[src/logic/ddr2_timing_pkg.sv]
// Purpose: Shared constants and types for the DDR2 command timing link
// Assumes: 50 MHz clock, one command per cycle on the link
// Notes: Nanosecond figures round up to cycles, except MOD_PS and OIT_PS, which round down with a minimum of one
package ddr2_timing_pkg;
  localparam int CLK_PS = 20000;
  localparam int RRD_PS = 7500;
  localparam int WR_PS = 15000;
  localparam int WTR_PS = 10000;
  localparam int RTP_PS = 7500;
  localparam int RFC_PS = 75000;
  localparam int XSNR_EXTRA_PS = 10000;
  localparam int MOD_PS = 12000;
  localparam int OIT_PS = 12000;
  localparam int RP_PS = 15000;
  localparam int CCD_CK = 2;
  localparam int CKE_CK = 3;
  localparam int XSRD_CK = 200;
  localparam int XP_CK = 2;
  localparam int XARD_CK = 2;
  localparam int XARDS_CK = 6;
  localparam int AOND_CK = 2;
  localparam int AOFD_CK = 3;
  localparam int ANPD_CK = 3;
  localparam int AXPD_CK = 8;
  localparam int MRD_CK = 2;
  localparam int BANKS = 4;
  localparam int BA_W = 2;
  localparam int ADDR_W = 13;
  localparam int CNT_W = 8;
  localparam int APD_SLOW_BIT = 12;
  localparam int DQS_SE_BIT = 10;
  localparam int ODT_EN_BIT = 2;
  localparam int OCD_BIT = 7;

  function automatic int ceil_cyc(input int ps);
    ceil_cyc = (ps + CLK_PS - 1) / CLK_PS;
    if (ceil_cyc < 1) ceil_cyc = 1;
  endfunction

  localparam int RRD_CK = ceil_cyc(RRD_PS);
  localparam int WR_CK = ceil_cyc(WR_PS);
  localparam int WTR_CK = ceil_cyc(WTR_PS);
  localparam int RTP_CK = ceil_cyc(RTP_PS);
  localparam int RP_CK = ceil_cyc(RP_PS);
  localparam int XSNR_CK = ceil_cyc(RFC_PS + XSNR_EXTRA_PS);
  localparam int MOD_CK = MOD_PS / CLK_PS < 1 ? 1 : MOD_PS / CLK_PS;
  localparam int OIT_CK = OIT_PS / CLK_PS < 1 ? 1 : OIT_PS / CLK_PS;

  typedef enum logic [2:0] {
    CMD_NOP = 3'h0,
    CMD_ACT = 3'h1,
    CMD_RD = 3'h2,
    CMD_WR = 3'h3,
    CMD_PRE = 3'h4,
    CMD_MRS = 3'h5,
    CMD_EMRS = 3'h6
  } cmd_t;
endpackage

[src/logic/ddr2_link_if.sv]
// Purpose: Command, clock enable, termination and strobe link
// Assumes: Both ends share clk
// Notes: Strobe and its complement are each split into out and enable
`timescale 1ns/1ps
interface ddr2_link_if;
  import ddr2_timing_pkg::*;
  logic cke;
  cmd_t cmd;
  logic [BA_W-1:0] ba;
  logic [ADDR_W-1:0] addr;
  logic auto_pre;
  logic odt;
  logic dqs_o;
  logic dqs_oe;
  logic dqs_n_o;
  logic dqs_n_oe;
  logic odt_on;
  logic ocd_drive;
  modport dev (input cke, cmd, ba, addr, auto_pre, odt,
    output dqs_o, dqs_oe, dqs_n_o, dqs_n_oe, odt_on, ocd_drive);
  modport ctl (output cke, cmd, ba, addr, auto_pre, odt,
    input dqs_o, dqs_oe, dqs_n_o, dqs_n_oe, odt_on, ocd_drive);
endinterface

[src/logic/gap_timer.sv]
// Purpose: Loadable down-counter that reports when a gap has elapsed
// Assumes: Load value at least one
// Notes: A larger pending load never shortens the wait
`timescale 1ns/1ps
module gap_timer #(
  parameter int W = 8
) (
  // Clock and reset
  input wire logic clk,
  input wire logic rst,
  // Control
  input wire logic load,
  input wire logic [W-1:0] value,
  output logic done
);
  logic [W-1:0] cnt_reg;
  logic [W-1:0] cnt_next;

  always_comb begin
    cnt_next = cnt_reg;
    if (cnt_reg != '0) cnt_next = cnt_reg - 1'b1;
    // Keep the longer of the running and new gap
    if (load && value - 1'b1 > cnt_next) cnt_next = value - 1'b1;
  end

  always_ff @(posedge clk or posedge rst) begin
    if (rst) cnt_reg <= '0;
    else cnt_reg <= cnt_next;
  end

  assign done = (cnt_reg == '0);
endmodule

[src/logic/ddr2_ctl_end.sv]
// Purpose: Controller end: issues user commands only when every spacing is met
// Assumes: One user request held until accepted
// Notes: Gaps tracked by down-counters, per bank where the gap is per bank
//
// Function
// - Activates to different banks spaced by 7.5 ns
// - Column commands at least two cycles apart
// - Write recovery before precharge; auto precharge adds tRP
// - Read waits write-to-read delay after write
// - Precharge waits 7.5 ns after read
// - CKE held three cycles per level
// - Self refresh exit waits tRFC+10ns, reads 200
// - Precharge power-down exit waits two cycles
// - Active power-down exit: fast 2, slow 6-AL
// - Device turns termination on two clocks later
// - Device turns termination off 2.5 clocks later; the device end takes 3
// - Three cycles from ODT change to power-down
// - Eight cycles after power-down exit before power-down re-entry, cut to three by an ODT change; ODT changes are not held off
// - Mode register set spaced two cycles
// - Termination setting update within 12 ns; the device end takes one 20 ns cycle
// - Drive-mode outputs start within 12 ns; the device end takes one 20 ns cycle
// - Clock kept running tIS+tCK+tIH after CKE low
// - Strobe single-ended or differential by mode bit
// - Address bit 12 picks power-down exit speed
// - Read to precharge at least AL plus BL/2
`timescale 1ns/1ps
module ddr2_ctl_end #(
  parameter int AL = 0,
  parameter int BL = 4
) (
  // Clock and reset
  input wire logic clk,
  input wire logic rst,
  // User request
  input wire logic req_valid,
  input wire ddr2_timing_pkg::cmd_t req_cmd,
  input wire logic [ddr2_timing_pkg::BA_W-1:0] req_ba,
  input wire logic [ddr2_timing_pkg::ADDR_W-1:0] req_addr,
  input wire logic req_auto_pre,
  output logic req_ready,
  // Power and termination requests
  input wire logic pd_req,
  input wire logic sr_mode,
  input wire logic odt_req,
  output logic clk_run,
  // Link
  ddr2_link_if.ctl link
);
  import ddr2_timing_pkg::*;

  localparam int RTP_ALL = (RTP_CK > AL + BL / 2) ? RTP_CK : AL + BL / 2;
  localparam int XARDS_EFF = (XARDS_CK - AL < 1) ? 1 : XARDS_CK - AL;

  typedef struct packed {
    logic cke;
    cmd_t cmd;
    logic [BA_W-1:0] ba;
    logic [ADDR_W-1:0] addr;
    logic auto_pre;
    logic odt;
    logic apd_slow;
    logic in_sr;
    logic [CNT_W-1:0] cke_cnt;
    logic [CNT_W-1:0] odt_cnt;
    logic [CNT_W-1:0] stop_cnt;
  } state_t;

  state_t s_reg;
  state_t s_next;

  // Gap timers: index 0..3 precharge per bank, 4..7 activate per bank
  localparam int NT = 2 * BANKS + 5;
  localparam int T_COL = 2 * BANKS;
  localparam int T_RD = 2 * BANKS + 1;
  localparam int T_ACT = 2 * BANKS + 2;
  localparam int T_ANY = 2 * BANKS + 3;
  localparam int T_RDX = 2 * BANKS + 4;
  logic [NT-1:0] t_load;
  logic [NT-1:0][CNT_W-1:0] t_val;
  logic [NT-1:0] t_done;

  genvar gi;
  generate
    for (gi = 0; gi < NT; gi++) begin : g_tim
      gap_timer #(.W(CNT_W)) u_tim (
        .clk(clk),
        .rst(rst),
        .load(t_load[gi]),
        .value(t_val[gi]),
        .done(t_done[gi])
      );
    end
  endgenerate

  function automatic logic [CNT_W-1:0] cyc(input int n);
    cyc = CNT_W'(n);
  endfunction

  logic issue;
  logic ok;
  logic want_cke;

  always_comb begin
    s_next = s_reg;
    s_next.cmd = CMD_NOP;
    t_load = '0;
    t_val = '0;
    ok = t_done[T_ANY];
    want_cke = !pd_req;
    case (req_cmd)
      CMD_ACT: ok = ok && t_done[T_ACT] && t_done[BANKS + req_ba];
      CMD_RD: ok = ok && t_done[T_COL] && t_done[T_RD] && t_done[T_RDX];
      CMD_WR: ok = ok && t_done[T_COL];
      CMD_PRE: ok = ok && t_done[req_ba];
      CMD_MRS: ok = ok;
      CMD_EMRS: ok = ok;
      default: ok = 1'b0;
    endcase
    ok = ok && s_reg.cke && want_cke;
    issue = req_valid && ok;
    if (issue) begin
      s_next.cmd = req_cmd;
      s_next.ba = req_ba;
      s_next.addr = req_addr;
      s_next.auto_pre = req_auto_pre;
      case (req_cmd)
        CMD_ACT: begin
          t_load[T_ACT] = 1'b1;
          t_val[T_ACT] = cyc(RRD_CK);
        end
        CMD_RD: begin
          t_load[T_COL] = 1'b1;
          t_val[T_COL] = cyc(CCD_CK);
          t_load[req_ba] = 1'b1;
          t_val[req_ba] = cyc(RTP_ALL);
        end
        CMD_WR: begin
          t_load[T_COL] = 1'b1;
          t_val[T_COL] = cyc(CCD_CK);
          t_load[T_RD] = 1'b1;
          t_val[T_RD] = cyc(WTR_CK + BL / 2);
          t_load[req_ba] = 1'b1;
          t_val[req_ba] = cyc(WR_CK + BL / 2);
          if (req_auto_pre) begin
            t_load[BANKS + req_ba] = 1'b1;
            t_val[BANKS + req_ba] = cyc(WR_CK + RP_CK + BL / 2);
          end
        end
        CMD_MRS: begin
          t_load[T_ANY] = 1'b1;
          t_val[T_ANY] = cyc(MRD_CK);
          s_next.apd_slow = req_addr[APD_SLOW_BIT];
        end
        CMD_EMRS: begin
          t_load[T_ANY] = 1'b1;
          t_val[T_ANY] = cyc(MRD_CK);
        end
        default: ;
      endcase
    end
    // Clock enable held a minimum time per level
    if (s_reg.cke_cnt != '0) s_next.cke_cnt = s_reg.cke_cnt - 1'b1;
    if (s_reg.odt_cnt != '0) s_next.odt_cnt = s_reg.odt_cnt - 1'b1;
    if (s_reg.odt != odt_req && s_reg.cke) begin
      s_next.odt = odt_req;
      s_next.odt_cnt = cyc(ANPD_CK);
    end
    if (s_reg.cke_cnt == '0 && !issue) begin
      if (s_reg.cke && !want_cke && s_reg.odt_cnt == '0 && s_reg.odt == odt_req) begin
        s_next.cke = 1'b0;
        s_next.cke_cnt = cyc(CKE_CK);
        s_next.in_sr = sr_mode;
        s_next.stop_cnt = cyc(2);
      end else if (!s_reg.cke && want_cke) begin
        s_next.cke = 1'b1;
        s_next.cke_cnt = cyc(CKE_CK);
        t_load[T_ANY] = 1'b1;
        t_load[T_RDX] = 1'b1;
        if (s_reg.in_sr) begin
          t_val[T_ANY] = cyc(XSNR_CK);
          t_val[T_RDX] = cyc(XSRD_CK);
        end else begin
          t_val[T_ANY] = cyc(XP_CK);
          t_val[T_RDX] = s_reg.apd_slow ? cyc(XARDS_EFF) : cyc(XARD_CK);
        end
        s_next.odt_cnt = cyc(AXPD_CK);
      end
    end
    if (s_reg.stop_cnt != '0) s_next.stop_cnt = s_reg.stop_cnt - 1'b1;
  end

  always_ff @(posedge clk or posedge rst) begin
    if (rst) begin
      s_reg <= '0;
      s_reg.cke <= 1'b1;
      s_reg.cmd <= CMD_NOP;
    end else begin
      s_reg <= s_next;
    end
  end

  assign req_ready = ok;
  // Clock may stop only once the hold after CKE low has run out
  assign clk_run = s_reg.cke || s_reg.stop_cnt != '0;
  assign link.cke = s_reg.cke;
  assign link.cmd = s_reg.cmd;
  assign link.ba = s_reg.ba;
  assign link.addr = s_reg.addr;
  assign link.auto_pre = s_reg.auto_pre;
  assign link.odt = s_reg.odt;
endmodule

[src/flat_wrapper.sv]
// flat-port wrapper written by rule: the top's interface ports become plain ports
module ddr2_ctl_end_flat import ddr2_timing_pkg::*;
#(
  parameter int AL = 0,
  parameter int BL = 4
)
  (clk, rst, req_valid, req_cmd, req_ba, req_addr, req_auto_pre, req_ready, pd_req, sr_mode, odt_req, clk_run, link_cke, link_cmd, link_ba, link_addr, link_auto_pre, link_odt, link_dqs_o, link_dqs_oe, link_dqs_n_o, link_dqs_n_oe, link_odt_on, link_ocd_drive);
  ddr2_link_if link_i ();
  input wire logic clk;
  input wire logic rst;
  input wire logic req_valid;
  input wire ddr2_timing_pkg::cmd_t req_cmd;
  input wire logic [ddr2_timing_pkg::BA_W-1:0] req_ba;
  input wire logic [ddr2_timing_pkg::ADDR_W-1:0] req_addr;
  input wire logic req_auto_pre;
  output logic req_ready;
  input wire logic pd_req;
  input wire logic sr_mode;
  input wire logic odt_req;
  output logic clk_run;
  output wire logic [$bits(link_i.cke)-1:0] link_cke;
  output wire logic [$bits(link_i.cmd)-1:0] link_cmd;
  output wire logic [$bits(link_i.ba)-1:0] link_ba;
  output wire logic [$bits(link_i.addr)-1:0] link_addr;
  output wire logic [$bits(link_i.auto_pre)-1:0] link_auto_pre;
  output wire logic [$bits(link_i.odt)-1:0] link_odt;
  input wire logic [$bits(link_i.dqs_o)-1:0] link_dqs_o;
  input wire logic [$bits(link_i.dqs_oe)-1:0] link_dqs_oe;
  input wire logic [$bits(link_i.dqs_n_o)-1:0] link_dqs_n_o;
  input wire logic [$bits(link_i.dqs_n_oe)-1:0] link_dqs_n_oe;
  input wire logic [$bits(link_i.odt_on)-1:0] link_odt_on;
  input wire logic [$bits(link_i.ocd_drive)-1:0] link_ocd_drive;
  assign link_cke = link_i.cke;
  assign link_cmd = link_i.cmd;
  assign link_ba = link_i.ba;
  assign link_addr = link_i.addr;
  assign link_auto_pre = link_i.auto_pre;
  assign link_odt = link_i.odt;
  assign link_i.dqs_o = link_dqs_o;
  assign link_i.dqs_oe = link_dqs_oe;
  assign link_i.dqs_n_o = link_dqs_n_o;
  assign link_i.dqs_n_oe = link_dqs_n_oe;
  assign link_i.odt_on = link_odt_on;
  assign link_i.ocd_drive = link_ocd_drive;
  ddr2_ctl_end #(.AL(AL), .BL(BL)) u_core (.clk(clk), .rst(rst), .req_valid(req_valid), .req_cmd(req_cmd), .req_ba(req_ba), .req_addr(req_addr), .req_auto_pre(req_auto_pre), .req_ready(req_ready), .pd_req(pd_req), .sr_mode(sr_mode), .odt_req(odt_req), .clk_run(clk_run), .link(link_i));
endmodule
[config.mk]
export PLATFORM = sky130hd
export DESIGN_NAME = ddr2_ctl_end_flat
export DESIGN_NICKNAME = d
export VERILOG_FILES = /design/src/logic/ddr2_timing_pkg.sv /design/src/logic/ddr2_link_if.sv /design/src/logic/gap_timer.sv /design/src/logic/ddr2_ctl_end.sv /design/src/flat_wrapper.sv
export SDC_FILE = /design/constraint.sdc
export NUM_CORES = 1
export LEC_CHECK = 0
export BUFFER_PORTS_ARGS = -buffer_cell sky130_fd_sc_hd__buf_2
export CORE_ASPECT_RATIO = 0.8
export CORE_MARGIN = 2
export CORE_UTILIZATION = 50
export DETAILED_ROUTE_END_ITERATION = 8
export GPL_TIMING_DRIVEN = 0
export HOLD_SLACK_MARGIN = 0.12
export PLACE_DENSITY = 0.74
export SYNTH_ARGS = -nofsm -noshare
export SYNTH_HDL_FRONTEND = slang
export SYNTH_SLANG_ARGS = --single-unit
[constraint.sdc]
create_clock -name clk -period 5.45 [get_ports clk]
set_clock_uncertainty 0.05 [all_clocks]
set_input_delay 0.2725 -clock clk [delete_from_list [all_inputs] [get_ports clk]]
set_output_delay 0.2725 -clock clk [all_outputs]
set_load 0.01 [all_outputs]
After elaboration in Yosys (flattened, before gate mapping)
Index checks and enable logic that the tools add are counted.

$add $sub $neg: 30. $lt $le $gt $ge: 17. Equality and inequality tests: 8. Mux-type cells: 71. Bitwise logic cells: 3. Reductions and logical operators: 73.

Operator list (count): 2-to-1 mux 8 bit (36); subtractor 8 x 1 -> 8 bit (second input constant) (29); 2-to-1 mux 104 bit (2); case mux 80 bit (2 select lines) (1); nonzero test 8 bit (16); logical NOT 8 bit (15); > comparator 8 bit (13); bitwise AND 65 x 91 -> 91 bit (1); inverter 91 bit (1); 2-to-1 mux 16 bit (5); demux 8 bit (select 4 bit) (1); greater-or-equal comparator 32 x 1 -> 1 bit (second input constant) (1); < comparator 32 x 5 -> 1 bit (second input constant) (1); case mux 8 bit (2 select lines) (2); logical AND 1 bit (30); 2-to-1 mux 13 bit (2); 2-to-1 mux 24 bit (1); case mux 10 bit (2 select lines) (1); 2-to-1 mux 19 bit (1); demux 8 bit (select 2 bit) (1); OR 10 x 13 -> 13 bit (1); == test 3 bit (second input constant) (3); AND reduction 2 bit (4); 2-to-1 mux 1 bit (7); other kinds (19) (27).

Register bits: 151.

Logic depth before layout (Yosys ltp)
Depth in word-level cells: 17. Gate-level depth with buffers: 20. Depth with buffers taken out: 17.

Cells and area by module
From an unflattened synthesis, not the netlist that was laid out.

Cells, all modules: 1440. Area, all modules: 13730.7 um^2.

By module, submodules not included: gap_timer (times used 13, cells each 92, area an instance 855.8 um^2); ddr2_ctl_end (times used 1, cells each 244, area an instance 2605.0 um^2).

Worst setup path after synthesis
No wires, ideal clock.

Kind: reg-to-reg. Start: register u_core.g_tim[3].u_tim.cnt_reg[0]. End: register u_core.g_tim[1].u_tim.cnt_reg[0]. Library setup time: 0.131 ns. Data arrival time: 4.369 ns. Setup slack: 0.900 ns. Cell stages (with the launch flop): 20. Period minus slack after synthesis: 4.550 ns. Cells stage by stage: dfrtp_1 inv_1 ha_1 nor4b_1 nand2_1 mux4_2 or3_1 buf_4 a31oi_4 buf_6 buf_6 nand3_1 ha_1 ha_1 nand3_1 o21bai_1 a21oi_1 o211ai_1 a211o_1 o2bb2ai_1.

Longest elaborated chain between the ends: 13. Elaborated cells between the ends (all ways): 17. Those cells by class: 1 x add/sub; 1 x order compare; 8 x mux; 7 x reduce/logical.

Ends and longest elaborated chain: start, declared (RTL line gap_timer.sv:16) `logic [W-1:0] cnt_reg;`; start signal, assigned (RTL line gap_timer.sv:28) `else cnt_reg <= cnt_next;`; logical NOT 8 bit (*) (RTL line gap_timer.sv:31) `assign done = (cnt_reg == '0);`; binary-select mux 1 bit (select 4 bit) / binary-select mux 1 bit (select 2 bit) (equally long branches) (RTL line ddr2_ctl_end.sv:111, ddr2_ctl_end.sv:114); 2-to-1 mux 1 bit, on equally long branches (RTL line ddr2_ctl_end.sv:111, ddr2_ctl_end.sv:114); logical AND 1 bit, on equally long branches (RTL line ddr2_ctl_end.sv:111, ddr2_ctl_end.sv:114); case mux 1 bit (5 select lines) (*) (RTL line ddr2_ctl_end.sv:110) `case (req_cmd)`; logical AND 1 bit (*) (2 in series) (RTL line ddr2_ctl_end.sv:119) `ok = ok && s_reg.cke && want_cke;`; logical AND 1 bit (*) (RTL line ddr2_ctl_end.sv:120) `issue = req_valid && ok;`; 2-to-1 mux 104 bit (RTL line ddr2_ctl_end.sv:121) `if (issue) begin`; subtractor 8 x 1 -> 8 bit (RTL line gap_timer.sv:23) `if (load && value - 1'b1 > cnt_next) cnt_next = value - 1'b1;`; > comparator 8 bit (RTL line gap_timer.sv:23); logical AND 1 bit (RTL line gap_timer.sv:23); 2-to-1 mux 8 bit (*) (RTL line gap_timer.sv:23); via u_core.g_tim[1].u_tim.cnt_next[0] (RTL line gap_timer.sv:17) `logic [W-1:0] cnt_next;`; end signal, assigned (RTL line gap_timer.sv:28); end, declared (RTL line gap_timer.sv:16).

Mark *: on every way through the listed nets, which the timed path passes. The rest lies on a longest branch. The select of a mux whose other input is x is not followed. A chain may end at the register's enable or synchronous reset.

Final worst setup path
Start: register u_core.g_tim[3].u_tim.cnt_reg[0]. End: register u_core.g_tim[1].u_tim.cnt_reg[7].

The elaborated chain is that of the path after synthesis.

==> impl_metrics.csv <==
group,metric,value,unit
clock_tree,cts_num_sinks,151,
logic_synthesis,ys_ff_latch,151,
critical_path,crit_arrival,5.47,ns
outcome,outcome,"finished, final reports clean",
critical_path,reg2reg_to,"u_core.g_tim[1].u_tim.cnt_reg[7]",
critical_path,cp-start-kind,"flop",
critical_path,cp.required,5.70,ns
grt,grt_overflow,0,
critical_path,r2r_start,"u_core.g_tim[3].u_tim.cnt_reg[0]",
logic_synthesis,synth_edf_count,0,
timing,rsz0062_at_grt,"false",
floorplanning,die_y,136,um
final_layout,n_antenna_cell,0,
timing,worst_slack,0.228,ns
logic_synthesis,syn_area,0.0108,mm^2
drt,wl_met3,841,um
timing,finalSetupViolations,0,
critical_path,reg2reg_setup_slack,0.23,ns
drt,wl_per_cell,15.5,um
grt,grt_pass1_wl,40200,um
logic_synthesis,synthesis.nets,1314,
worst_hold_path,min_from,"pd_req",
drt,drt_iter0_drc,547,
floorplanning,die_w,168,um
placement,dpl.hpwl,17000,um
power,power_density,292,mW/mm^2
final_layout,area_delta_synth_final,13.5,%
critical_path,crit_path_end_kind,"flop",
final_layout,fillers,1868,
floorplanning,dieArea,0.0228,mm^2
critical_path,reg2reg_depth,20,
drt,via_count,8621,
timing,whs,0.180,ns
power,p_leak,5.58,nW
drt,top_layer_used,"met4",
final_layout,drive_above_1_share,14.0,%
placement,place_congestion,0.858,
timing,fmax,0.191,GHz
critical_path,cpMaxStageDelayCell,"mux4_2",
drt,final_antenna_net_count,0,
logic_synthesis,synthArstFlopShare,100,%
logic_synthesis,ys_seq_area_share,34.9,%
timing,hold_viol_final,0,
grt,antenna_found_initial,0,
timing,fin_crit_sh,95.8,%
grt,grt_use_total,21.6,%
worst_hold_path,hold_class,"in2reg",
logic_synthesis,synthCells,1156,
timing,drv_slew,0,
drt,dr.pass1.iters,5,
timing,relSlewSlack,44.2,%
clock_tree,cts_buffers,17,
critical_path,cp_slowest_stage_delay,0.51,ns
critical_path,critical_path.max_fanout,10,
critical_path,worstSetupStartpoint,"u_core.g_tim[3].u_tim.cnt_reg[0]",
grt,grt_pass1_vias,8519,
timing,tns,0,ns
final_layout,multi_input_area,0.00658,mm^2
final_layout,seqCellArea,0.00378,mm^2
floorplanning,rows,48,
clock_tree,cts_tree,"built",
drt,wl_met1,11400,um
power,power,0.00359,W
final_layout,layout_common_cells,"dfrtp_1, ha_1, nor2_1",
logic_synthesis,avgSynthCellArea,9.36,um^2
final_layout,final_common_cell,"dfrtp_1",
timing,min_period,5.22,ns
critical_path,crit_family,"compound AO/OA/AOI/OAI gates",
floorplanning,core_area,0.0214,mm^2
logic_synthesis,synth.distinct_cells,75,
critical_path,crit_buf_inv,5,
final_layout,largest_reg_flops,104,
clock_tree,cts.clk_slew.worst_paths,0.07,ns
clock_tree,clockBufferDepth,2,
timing,worst_slew_pin_slew,0.837,ns
worst_hold_path,min_to,"u_core.link.cke",
logic_synthesis,synth_top_flop_cell,"dfrtp_1",
placement,place_inst,1476,
power,irDropWorstVdd,0.000226,V
final_layout,stdcell_count,1532,
placement,dp_slack,0.00676,ns
critical_path,path_class,"reg2reg",
drt,postRouteWirelength,23700,um
floorplanning,start_util,50.6,%
logic_synthesis,ys_warn_count,0,
placement,portBuffers,44,
clock_tree,htree_levels,4,
final_layout,nets,1402,
grt,grt_max_degree,82,
drt,drc,0,
critical_path,cp_cell_sequence,"inv_1 > ha_1 > nor4b_2 > nand2_2 > mux4_2 > or3_1 > buf_4 > a31oi_4 > buf_6 > buf_6 > nand3_1 > ha_2 > inv_1 > ha_1 > nor2b_1 > o21bai_1 > a21oi_1 > o211ai_1 > a211o_1 > a21oi_1",
clock_tree,clk_latency,0.43,ns
clock_tree,cts_root_buffer,"clkbuf_16",
run,drv_cap,0,
drt,via_per_inst,5.63,
worst_hold_path,whs_path_depth,3,
floorplanning,ios,54,
drt,route.met2.wl,11000,um
==> cell families after synthesis <==
logic type	share of synthesized area (%)
adder cells (fa/ha/maj)	14.7
buffers and inverters	4.95
XOR/XNOR	5.75
AO/OA/AOI/OAI	12.8
AND/OR/NAND/NOR	20.5
multiplexers	6.39
flip-flops	34.9
==> through the flow <==
step | cell area (um^2) | util, %
floorplan | 10800 | -
global placement | 11400 | 53.2
detailed placement | 11400 | 53.4
CTS | 12100 | 56.8
global route | 12300 | 57.4
finish | 12300 | 57.4
==> cells in the mapped netlist, types with 5 or more instances <==
cell type,instances,area share [%]
mux2_4,11,1.5
or4_1,5,0.35
o21ai_0,34,1.6
or3_1,20,1.2
inv_1,78,2.7
a21oi_1,69,3.2
mux2i_1,30,2.8
nor4_1,10,0.58
nand2b_1,11,0.64
clkbuf_1,9,0.31
nor2b_1,18,1.0
o21a_1,7,0.49
nand2_1,98,3.4
nor3b_1,12,0.83
nor4b_1,5,0.40
nor2_1,105,3.6
nand3b_1,6,0.42
o31ai_1,5,0.35
ha_1,127,15
a211o_1,8,0.65
and2_1,16,0.93
xor2_1,36,2.9
and3_1,5,0.29
dfrtp_1,150,35
o2bb2ai_1,10,0.81
buf_4,20,1.4
mux2_2,14,1.5
xnor2_1,35,2.8
nand4_1,14,0.81
nand3_1,34,1.6
o211ai_1,6,0.42
a21o_1,17,1.2
nor3_1,55,2.5
==> timing repair <==
| action | in CTS | in global routing |
|---|---|---|
| hold endpoints to repair | 87 | 0 |
| pin swaps | 0 | 6 |
| gates resized for setup | 2 | 16 |
| buffers inserted | 0 | 7 |
| setup endpoints to repair | 5 | 73 |
| hold buffers | 17 | 0 |
==> layer usage <==
metal / GRT usage [%] / vias up
met2: 35.5 / 145
met3: 3.77 / 40
met4: 6.23 / 0
met5: 0 / -
met1: 29.5 / 4157
li1: - / 4279
==> worst reg2reg max path: stages (launching register included) <==
cell	delay, ns
dfrtp_1	0.40
inv_1	0.14
ha_1	0.21
nor4b_2	0.38
nand2_2	0.20
mux4_2	0.51
or3_1	0.35
buf_4	0.20
a31oi_4	0.25
buf_6	0.24
buf_6	0.18
nand3_1	0.09
ha_2	0.35
inv_1	0.05
ha_1	0.31
nor2b_1	0.14
o21bai_1	0.12
a21oi_1	0.08
o211ai_1	0.47
a211o_1	0.28
a21oi_1	0.10
==> cell type report <==
type                       instances  area share, %
multi-input combinational        891           53.6
sequential                       151           30.8
timing repair buffer              69           3.83
clock buffer                      19           3.61
tap                              275           2.80
inverter                          79           2.46
buffer                            35           1.95
clock inverter                    13          0.897
==> where the power goes <==
group / total [W] / leakage (nW) / switching, W / internal [W]
clock network: 0.00112 / 0.263 / 0.000515 / 0.000607
registers: 0.00150 / 1.77 / 0.000195 / 0.00131
logic: 0.000961 / 3.54 / 0.000512 / 0.000449
==> worst max-delay path by stage <==
stage	endpoint	cells past startpoint	slack (ns)
floorplan	u_core.g_tim[1].u_tim.cnt_reg[0]	19	0.90
global placement	u_core.g_tim[10].u_tim.cnt_reg[5]	2	-0.84
detailed placement	u_core.g_tim[11].u_tim.cnt_reg[3]	16	0.007
CTS	u_core.g_tim[3].u_tim.cnt_reg[3]	19	0.01
global route	u_core.g_tim[0].u_tim.cnt_reg[7]	19	0.002
finish	u_core.g_tim[1].u_tim.cnt_reg[7]	20	0.23
No activity file was read; power rests on OpenSTA's default activity.
